## config.mk

```make
export PLATFORM = sky130hd
export DESIGN_NAME = output_fault_limit_response
export DESIGN_NICKNAME = d
export VERILOG_FILES = /design/src/logic/fault_limit_pkg.sv /design/src/logic/linear_limit_decode.sv /design/src/logic/output_fault_limit_response.sv
export SDC_FILE = /design/constraint.sdc
export NUM_CORES = 1
export LEC_CHECK = 0
export ABC_AREA = 1
export BUFFER_PORTS_ARGS = -buffer_cell sky130_fd_sc_hd__buf_2
export CAP_MARGIN = 20
export CORE_MARGIN = 1
export CORE_UTILIZATION = 30
export CTS_CLUSTER_SIZE = 12
export DETAILED_ROUTE_END_ITERATION = 12
export PLACE_DENSITY = 0.43
export SETUP_SLACK_MARGIN = 0.5
export SYNTH_ARGS = -nofsm -noshare
export SYNTH_HDL_FRONTEND = slang
export SYNTH_SLANG_ARGS = --single-unit
export TNS_END_PERCENT = 20
```

## constraint.sdc

```tcl
create_clock -name clk -period 4.3 [get_ports clk]
set_input_delay 0.86 -clock clk [delete_from_list [all_inputs] [get_ports clk]]
set_output_delay 0.86 -clock clk [all_outputs]
set_load 0.02 [all_outputs]
```

## src/logic/fault_limit_pkg.sv

```systemverilog
/*
 * Constants for the output fault and current limit block: command
 * offsets, register reset words, field positions and retry timing.
 * Assumes a single 20 MHz core clock.
 */
package fault_limit_pkg;

    // command offsets of the three limit and response registers
    localparam logic [7:0]  UV_RESPONSE_OFFSET   = 8'h45;
    localparam logic [7:0]  OC_LIMIT_OFFSET      = 8'h46;
    localparam logic [7:0]  UC_LIMIT_OFFSET      = 8'h4B;

    // reset words
    localparam logic [7:0]  UV_RESPONSE_RESET    = 8'h80;
    localparam logic [15:0] OC_LIMIT_RESET       = 16'hDBC0;
    localparam logic [15:0] UC_LIMIT_RESET       = 16'hD440;

    // response byte fields
    localparam int          BEHAV_MSB            = 7;
    localparam int          BEHAV_LSB            = 6;
    localparam int          RETRY_MSB            = 5;
    localparam int          RETRY_LSB            = 3;
    localparam logic [1:0]  BEHAV_DISABLE_RETRY  = 2'h2;
    localparam logic [2:0]  RETRY_NONE           = 3'h0;
    localparam logic [2:0]  RETRY_FOREVER        = 3'h7;

    // limit word fields: signed exponent over signed mantissa
    localparam int          EXP_MSB              = 15;
    localparam int          EXP_LSB              = 11;
    localparam int          MANT_MSB             = 10;
    localparam int          MANT_LSB             = 0;

    // current samples carry this many fraction bits (amps x 16)
    localparam int          CUR_FRAC_BITS        = 4;
    localparam int          CUR_WIDTH            = 16;
    localparam int          LIM_WIDTH            = 32;

    // retry spacing
    localparam int          CLK_HZ               = 20000000;
    localparam int          RETRY_TIME_MS        = 70;
    localparam int          RETRY_CYCLES         = RETRY_TIME_MS * (CLK_HZ / 1000);
    localparam int          RETRY_CNT_WIDTH      = 21;

    // run length field width of the current sense setup
    localparam int          RUN_WIDTH            = 4;

    typedef enum logic [1:0] {
        OUT_OFF,
        OUT_ON,
        OUT_FAULT_HOLD,
        OUT_RETRY_WAIT
    } out_state_t;

endpackage

```

## src/logic/linear_limit_decode.sv

```systemverilog
/*
 * Decodes one exponent/mantissa limit word into a signed fixed point
 * value with the sample fraction width. Purely combinational.
 * Assumes the caller registers or compares the result in its own clock.
 */
`timescale 1ns/1ps
`default_nettype none

module linear_limit_decode
    import fault_limit_pkg::*;
(
    input  wire logic [15:0]                  limitWord,   // raw register word
    output logic signed [fault_limit_pkg::LIM_WIDTH-1:0] limitValue // limit, amps x 16
);

    logic signed [4:0]           expField;
    logic signed [10:0]          mantField;
    logic signed [5:0]           shiftAmt;
    logic signed [LIM_WIDTH-1:0] mantWide;
    logic [4:0]                  leftShift;
    logic [4:0]                  rightShift;

    // split fields
    assign expField   = limitWord[EXP_MSB:EXP_LSB];
    assign mantField  = limitWord[MANT_MSB:MANT_LSB];
    assign mantWide   = LIM_WIDTH'(mantField);

    // scale to sample units; exponent range -16..15 keeps shift within 32 bits
    assign shiftAmt   = 6'(expField) + 6'(CUR_FRAC_BITS);
    assign leftShift  = shiftAmt[5] ? 5'h00 : shiftAmt[4:0];
    assign rightShift = shiftAmt[5] ? 5'((~shiftAmt) + 6'h01) : 5'h00;

    // value is mantissa times two to the exponent
    assign limitValue = shiftAmt[5] ? (mantWide >>> rightShift) : (mantWide <<< leftShift);

endmodule

`default_nettype wire

```

## src/logic/output_fault_limit_response.sv

```systemverilog
/*
 * Output undervoltage response and per-phase peak/valley current limits.
 * Registers are reached through a decoded command port (code, data,
 * write and read strobes) from the bus front end, which is outside.
 * Pins powerGood, uvBelow, enablePin and biasOk are asynchronous and
 * are synchronised here; all other inputs share clk.
 */
// Contract
// undervoltage detected only after power-good asserted
// behaviour 10 disables output, then retries; the code retries only with retry 111, and codes 001 to 110 latch off
// fault drives alert line low
// fault bits cleared only by clear-faults
// retry 000 keeps output off until cleared
// retry 111 restarts until off, bias, fault
// low bits ignored, fixed 70ms retry spacing
// response byte resets to 80h
// either phase peak exceeds overcurrent limit
// compare only samples after blanking time
// fault after consecutive run of periods
// peak overcurrent shares average overcurrent status
// either phase valley below undercurrent limit
// valley undercurrent shares average undercurrent status
// limits are exponent/mantissa 16-bit words
// exponent bits 15:11, mantissa bits 10:0
// limits reset to 30A and -15A
`timescale 1ns/1ps
`default_nettype none

module output_fault_limit_response
    import fault_limit_pkg::*;
#(
    parameter int RETRY_WAIT_CYCLES = fault_limit_pkg::RETRY_CYCLES
)
(
    input  wire logic                    clk,            // core clock, 20 MHz
    input  wire logic                    rst,            // async reset, active high
    // command port
    input  wire logic                    cmdWrite,       // write strobe, one cycle
    input  wire logic                    cmdRead,        // read strobe, one cycle
    input  wire logic [7:0]              cmdCode,        // command offset
    input  wire logic [15:0]             cmdWdata,       // write data
    input  wire logic                    clearFaults,    // clear-faults command pulse
    output logic [15:0]                  readData,       // read data, registered
    output logic                         readValid,      // read answer pulse
    // pins
    input  wire logic                    powerGood,      // power-good flag pin
    input  wire logic                    uvBelow,        // output below uv limit
    input  wire logic                    enablePin,      // enable pin level
    input  wire logic                    biasOk,         // bias supply present
    // same-domain controls
    input  wire logic                    operationOn,    // operation command on
    input  wire logic                    otherShutdown,  // another fault forces off
    input  wire logic [fault_limit_pkg::RUN_WIDTH-1:0] runLength, // sense setup run
    input  wire logic                    sampleValid,    // one sample per period
    input  wire logic                    blankExpired,   // blanking time over
    input  wire logic signed [15:0]      phase0Current,  // phase 0 amps x 16
    input  wire logic signed [15:0]      phase1Current,  // phase 1 amps x 16
    input  wire logic                    avgOcViolation, // average oc fault pulse
    input  wire logic                    avgUcViolation, // average uc fault pulse
    // outputs
    output logic                         outputEnable,   // power stage enable
    output logic                         uvFault,        // uv status bit
    output logic                         ocFault,        // oc status bit
    output logic                         ucFault,        // uc status bit
    output logic                         hostAlertN      // alert line, active low
);

    localparam logic [RETRY_CNT_WIDTH-1:0] RETRY_LAST =
        RETRY_CNT_WIDTH'(RETRY_WAIT_CYCLES - 1);

    // registers
    logic [7:0]                  uvResponse_r;
    logic [15:0]                 ocLimit_r;
    logic [15:0]                 ucLimit_r;
    logic [15:0]                 readData_r;
    logic                        readValid_r;
    logic [3:0]                  syncA_r;
    logic [3:0]                  syncB_r;
    out_state_t                  state_r;
    out_state_t                  state_nxt;
    logic [RETRY_CNT_WIDTH-1:0]  retryCnt_r;
    logic [RETRY_CNT_WIDTH-1:0]  retryCnt_nxt;
    logic [RUN_WIDTH-1:0]        ocRun_r;
    logic [RUN_WIDTH-1:0]        ucRun_r;
    logic                        uvFault_r;
    logic                        ocFault_r;
    logic                        ucFault_r;
    logic                        outputEnable_r;
    logic                        hostAlertN_r;

    // decoded values and conditions
    logic signed [LIM_WIDTH-1:0] ocLimitValue;
    logic signed [LIM_WIDTH-1:0] ucLimitValue;
    logic [1:0]                  phaseOver;
    logic [1:0]                  phaseUnder;
    logic                        anyOver;
    logic                        anyUnder;
    logic                        validSample;
    logic                        ocRunDone;
    logic                        ucRunDone;
    logic                        ocSet;
    logic                        ucSet;
    logic                        pgSync;
    logic                        uvSync;
    logic                        enSync;
    logic                        biasSync;
    logic                        runRequest;
    logic                        uvDetect;
    logic [1:0]                  behavField;
    logic [2:0]                  retryField;
    logic                        retryForever;
    logic                        selUv;
    logic                        selOc;
    logic                        selUc;
    logic [15:0]                 readMux;
    logic                        retryExpired;

    // pins pass two flops before anything reads them
    always_ff @(posedge clk or posedge rst)
    begin
        if (rst)
        begin
            syncA_r <= 4'h0;
            syncB_r <= 4'h0;
        end
        else
        begin
            syncA_r <= {biasOk, enablePin, uvBelow, powerGood};
            syncB_r <= syncA_r;
        end
    end

    assign pgSync   = syncB_r[0];
    assign uvSync   = syncB_r[1];
    assign enSync   = syncB_r[2];
    assign biasSync = syncB_r[3];

    // command decode
    assign selUv = (cmdCode == UV_RESPONSE_OFFSET);
    assign selOc = (cmdCode == OC_LIMIT_OFFSET);
    assign selUc = (cmdCode == UC_LIMIT_OFFSET);

    // unmapped codes read as zero
    assign readMux = selUv ? {8'h00, uvResponse_r} :
                     selOc ? ocLimit_r :
                     selUc ? ucLimit_r : 16'h0000;

    // response byte resets to 80h
    // limit words reset to 30 A and -15 A
    always_ff @(posedge clk or posedge rst)
    begin
        if (rst)
        begin
            uvResponse_r <= UV_RESPONSE_RESET;
            ocLimit_r    <= OC_LIMIT_RESET;
            ucLimit_r    <= UC_LIMIT_RESET;
        end
        else if (cmdWrite)
        begin
            if (selUv)
                uvResponse_r <= cmdWdata[7:0];
            if (selOc)
                ocLimit_r <= cmdWdata;
            if (selUc)
                ucLimit_r <= cmdWdata;
        end
    end

    // read answer one cycle after the strobe
    always_ff @(posedge clk or posedge rst)
    begin
        if (rst)
        begin
            readData_r  <= 16'h0000;
            readValid_r <= 1'b0;
        end
        else
        begin
            readValid_r <= cmdRead;
            if (cmdRead)
                readData_r <= readMux;
        end
    end

    // both limits decoded from exponent/mantissa words
    linear_limit_decode ocDecode (
        .limitWord  (ocLimit_r),
        .limitValue (ocLimitValue)
    );

    linear_limit_decode ucDecode (
        .limitWord  (ucLimit_r),
        .limitValue (ucLimitValue)
    );

    // per-phase comparison against the common limits
    generate
        for (genvar ph = 0; ph < 2; ph++)
        begin : g_phase
            logic signed [LIM_WIDTH-1:0] curWide;
            assign curWide = (ph == 0) ? LIM_WIDTH'(phase0Current)
                                       : LIM_WIDTH'(phase1Current);
            assign phaseOver[ph]  = (curWide > ocLimitValue);
            assign phaseUnder[ph] = (curWide < ucLimitValue);
        end
    endgenerate

    // either phase alone can raise overcurrent
    assign anyOver  = |phaseOver;
    // either phase alone can raise undercurrent
    assign anyUnder = |phaseUnder;

    // samples inside blanking are not compared
    assign validSample = sampleValid & blankExpired;

    // a zero run length still needs one violating period
    assign ocRunDone = anyOver  & ((ocRun_r + 1'b1) >= runLength);
    assign ucRunDone = anyUnder & ((ucRun_r + 1'b1) >= runLength);

    // count consecutive violating periods, reset on a clean one
    always_ff @(posedge clk or posedge rst)
    begin
        if (rst)
        begin
            ocRun_r <= '0;
            ucRun_r <= '0;
        end
        else if (validSample)
        begin
            ocRun_r <= (anyOver  && !ocRunDone) ? ocRun_r + 1'b1 : '0;
            ucRun_r <= (anyUnder && !ucRunDone) ? ucRun_r + 1'b1 : '0;
        end
    end

    // peak and average overcurrent share one status bit
    assign ocSet = (validSample & ocRunDone) | avgOcViolation;
    // valley and average undercurrent share one status bit
    assign ucSet = (validSample & ucRunDone) | avgUcViolation;

    // undervoltage only counts once power-good is up and running
    assign uvDetect = pgSync & uvSync & (state_r == OUT_ON);

    // sticky bits, set beats a same-cycle clear
    always_ff @(posedge clk or posedge rst)
    begin
        if (rst)
        begin
            uvFault_r <= 1'b0;
            ocFault_r <= 1'b0;
            ucFault_r <= 1'b0;
        end
        else
        begin
            uvFault_r <= uvDetect | (uvFault_r & ~clearFaults);
            ocFault_r <= ocSet    | (ocFault_r & ~clearFaults);
            ucFault_r <= ucSet    | (ucFault_r & ~clearFaults);
        end
    end

    // alert low while any fault stands or is being raised
    always_ff @(posedge clk or posedge rst)
    begin
        if (rst)
            hostAlertN_r <= 1'b1;
        else
            hostAlertN_r <= ~(uvFault_r | ocFault_r | ucFault_r | uvDetect | ocSet | ucSet);
    end

    // bits 2:0 are never looked at
    assign behavField   = uvResponse_r[BEHAV_MSB:BEHAV_LSB];
    assign retryField   = uvResponse_r[RETRY_MSB:RETRY_LSB];
    assign retryForever = (behavField == BEHAV_DISABLE_RETRY) && (retryField == RETRY_FOREVER);

    // commanded on, biased and not shut by another fault
    assign runRequest   = enSync & operationOn & biasSync & ~otherShutdown;
    assign retryExpired = (retryCnt_r == RETRY_LAST);

    // output state: unused behaviour and retry codes fall back to latch-off
    always_comb
    begin
        state_nxt    = state_r;
        retryCnt_nxt = retryCnt_r;
        case (state_r)
            OUT_OFF:
            begin
                if (runRequest)
                    state_nxt = OUT_ON;
            end
            OUT_ON:
            begin
                if (!runRequest)
                    state_nxt = OUT_OFF;
                // disable on fault, then retry per field
                else if (uvDetect && retryForever)
                begin
                    state_nxt    = OUT_RETRY_WAIT;
                    retryCnt_nxt = '0;
                end
                // no retry, stay off until cleared
                else if (uvDetect)
                    state_nxt = OUT_FAULT_HOLD;
            end
            OUT_FAULT_HOLD:
            begin
                if (clearFaults)
                    state_nxt = OUT_OFF;
            end
            OUT_RETRY_WAIT:
            begin
                // a command off, lost bias or other fault ends retrying
                if (!runRequest)
                    state_nxt = OUT_OFF;
                // fixed spacing between restart attempts
                else if (retryExpired)
                    state_nxt = OUT_ON;
                else
                    retryCnt_nxt = retryCnt_r + 1'b1;
            end
            default:
                state_nxt = OUT_OFF;
        endcase
    end

    // state and retry timer
    always_ff @(posedge clk or posedge rst)
    begin
        if (rst)
        begin
            state_r    <= OUT_OFF;
            retryCnt_r <= '0;
        end
        else
        begin
            state_r    <= state_nxt;
            retryCnt_r <= retryCnt_nxt;
        end
    end

    // enable follows the next state so the stage drops in the fault cycle
    always_ff @(posedge clk or posedge rst)
    begin
        if (rst)
            outputEnable_r <= 1'b0;
        else
            outputEnable_r <= (state_nxt == OUT_ON);
    end

    // outputs straight from flops
    assign readData     = readData_r;
    assign readValid    = readValid_r;
    assign outputEnable = outputEnable_r;
    assign uvFault      = uvFault_r;
    assign ocFault      = ocFault_r;
    assign ucFault      = ucFault_r;
    assign hostAlertN   = hostAlertN_r;

endmodule

`default_nettype wire

```

==> summary.txt <==
Power and ir drop
  – VDD IR max: about 0.00016 V
  – Leak pwr: 5.97 nW
  – Pwr Density: between 200 and 300 nW/um2

STA
  – Final Worst Setup Slack: around 0.47 ns
  – Final period util: roughly nine tenths
  – Slew Viols, Final: 0
  – RSZ-0062 raised after global routing: yes
  – Worst clock skew: 0.0110 ns
  – Tightest Pin Transition: approximately 0.88 ns
  – Hold Fails Final Rpt: 0
  – Period minus WS final: ~3.8 ns
  – Achievable frequency: ~260 MHz
  – Final setup fails: 0
  – Rel. slew slack: between 40% and 50%

Clock tree
  – # hold bufs at CTS: 0
  – Clock transition at path regs: 0.07 ns
  – Sink Count: between 100 and 150
  – CTS buffer count: 9
  – Root buf cell: clkbuf_16
  – Clock Tree Buf Depth: 2
  – CTS tree: built
  – # H-tree levels: 3
  – Worst-Skew Late Latency: approximately 0.35 ns

Global route
  – Largest net degree at the start of global routing: 58
  – Vias in the first global route: between 10000 and 15000
  – First-pass GRT wire length: 54900 um
  – GRT Overall Usage: roughly a fifth
  – Grt ovf: 0
  – Initial antenna violation count: 0

Routing
  – Post-route ant nets: 0
  – Via Count: 10700
  – WL final: 34500 um
  – WL per Instance: about 16 um
  – Vias per cell: approximately 5
  – # DRC: 0
  – Iteration-0 DRC Markers: roughly 630
  – Drt first pass iters: 5

Worst hold path
  – Worst min path class: register to register

Die
  – Die Span Y: between 150 and 200 um
  – IO Count: 97
  – Die area: roughly 35000 um2
  – Row count: 67
  – Die extent in x: 187 um
  – Starting Density: a little under a third
  – Placeable Area: roughly 34000 um2

Worst setup path
  – Critical Path Sink Type: register
  – Critical Path Source Type: register
  – Highest net fanout along the worst path: 7
  – WP data arrival: 4.08 ns
  – WS Path Type: register to register
  – Req. time, crit path: roughly 4.5 ns

Yosys
  – Sequential element share of the synthesized area: around a quarter
  – Syn Inst Count: approximately 1500
  – Synth Area per Inst: between 6 and 7 um2
  – Count of cell types in the netlist: 64
  – Synth Warn #: 0
  – Post-synth top area share: around a fifth
  – Ys async rst share: between 90% and 100%
  – Post-synth top flop: dfrtp_1
  – Post-synth top area cell: dfrtp_1
  – FF+latch count, synth: 101
  – Synth top area cells: dfrtp_1, ha_1, nand2_1, o21ai_0, inv_1
  – Netlist Area Pre-Place: just over 10000 um2
  – Mapped Nets: between 1500 and 2000
  – Post-synth EDFFs: 0

Placement
  – Input/output buffers: 96
  – Dpl hpwl: 27800 um
  – DP Worst Slack: -0.153 ns
  – Placer Congestion: 0.854

Final layout
  – # diodes: 0
  – FILL cells: 3572
  – Layout area overhead: 28.9%
  – Most frequent cells in the layout: nand2_1, inv_1, o21ai_0
  – Nets: about 1900
  – Fraction of layout cells with a size suffix above 1: 26.5%
  – Core Util, Final: between 30% and 40%
  – Most common cell after layout, fill and taps aside: nand2_1

Flow run
  – Max_cap viols: 0

Status
  – Status: finished clean
-- cell families after synthesis --
family | Yosys count | synth area share [%]
and+or+nand+nor | 641 | 26.9
DFF | 101 | 24.8
muxes | 3 | 0.292
xor gates and xnor gates | 8 | 0.682
buffers and inverters | 223 | 8.42
adders and majority gates | 143 | 17.4
AOI/OAI and AO/OA | 403 | 21.4
-- worst paths after layout --
kind | startpoint | endpoint | slack (ns) | cells after the start
max in group asynchronous | rst | hostAlertN$_DFF_PP1_ | 2.79 | 3
min in group asynchronous | rst | readData[4]$_DFFE_PP0P_ | 0.64 | 2
hold reg to reg | syncA_r[2]$_DFF_PP0_ | syncB_r[2]$_DFF_PP0_ | 0.35 | 0
setup reg to reg | ocLimit_r[14]$_DFFE_PP1P_ | ocRun_r[0]$_DFFE_PP0P_ | 0.47 | 21
hold / removal | syncA_r[2]$_DFF_PP0_ | syncB_r[2]$_DFF_PP0_ | 0.35 | 0
setup / recovery | ocLimit_r[14]$_DFFE_PP1P_ | ocRun_r[0]$_DFFE_PP0P_ | 0.47 | 21
-- synth_stat cells (4+ instances only) --
master      n
xnor2_1     4
nor2_2      5
nand3b_1    5
o21ai_1    12
o22ai_1    18
o21ai_0   224
clkbuf_1   39
a21oi_1    93
ha_1      143
xor2_1      4
a211oi_1   11
nor3_1     20
a31oi_1     6
inv_1     168
nand2_1   419
nor2_1     76
nand2_2     5
dfstp_2    15
nor4_1     13
nand3_1    50
dfrtp_1    86
nand4_1    27
nor3b_1     4
inv_2       8
o211ai_1   13
-- critical path, stage by stage, from the launching register on --
cell	delay [ns]
dfstp_2	0.53
buf_4	0.15
ha_1	0.16
xor2_1	0.18
inv_1	0.08
buf_4	0.15
nor2_2	0.11
inv_2	0.08
nand2_1	0.26
o21ai_1	0.15
ha_1	0.33
nand4_1	0.14
or3_4	0.38
nor4_4	0.19
o21ai_1	0.11
nand2_1	0.09
nand2_1	0.05
o211ai_1	0.13
nand2_4	0.12
nand2_2	0.12
nor3_2	0.04
a21o_1	0.16
-- layer usage --
metal | global-route usage, % | vias up | part of all wire [%]
li1 | - | 5555 | -
met3 | 2.03 | 29 | 3.1
met5 | 0 | - | 0
met2 | 31.8 | 195 | 45
met1 | 27.7 | 4918 | 50
met4 | 4.85 | 0 | 1.6
-- state kept, by name (all words and copies together), names as in the netlist --
signal,flops
ucFault,1
ocFault,1
ucRun_r,4
ocLimit_r,16
ucLimit_r,16
readData,16
uvResponse_r,8
retryCnt_r,21
hostAlertN,1
syncA_r,4
uvFault,1
outputEnable,1
ocRun_r,4
readValid,1
syncB_r,4
state_r,2
-- where the power goes --
group	internal (mW)	switching, mW	total [mW]
registers	1.01	0.0571	1.07
logic	0.581	0.867	1.45
clock network	0.515	0.386	0.901
-- through the flow --
step	setup TNS, ns	hold WS, ns	power (mW)	instance area, um2	std cells
6_report	0	0.350	3.42	13200	2145
5_1_grt	0	0.352	3.69	13200	2145
4_1_cts	0	0.350	3.31	12400	2115
3_5_place_dp	-0.432	0.335	2.29	11600	2077
3_3_place_gp	-0.396	0.333	2.28	11600	2077
2_1_floorplan	0	0.331	1.89	10300	1522
-- area by class of cell --
class / instances / area [um2] / share of cell area, %
Sequential cell: 101 / 2550 / 19.2
Inverter: 178 / 688 / 5.20
Timing Repair Buffer: 203 / 1380 / 10.5
Tap cell: 448 / 561 / 4.23
Clock inverter: 7 / 97.6 / 0.737
Timing Repair inverter: 1 / 5.00 / 0.0378
Multi-Input combinational cell: 1198 / 7730 / 58.4
Clock buffer: 9 / 225 / 1.70
-- repair_timing --
item	4_1_cts	5_1_grt
setup endpoints to repair	11	11
resized for setup	136	178
pin swaps	25	71
cloned	2	3
buffers inserted	20	27
No activity file was read; power rests on OpenSTA's default activity.
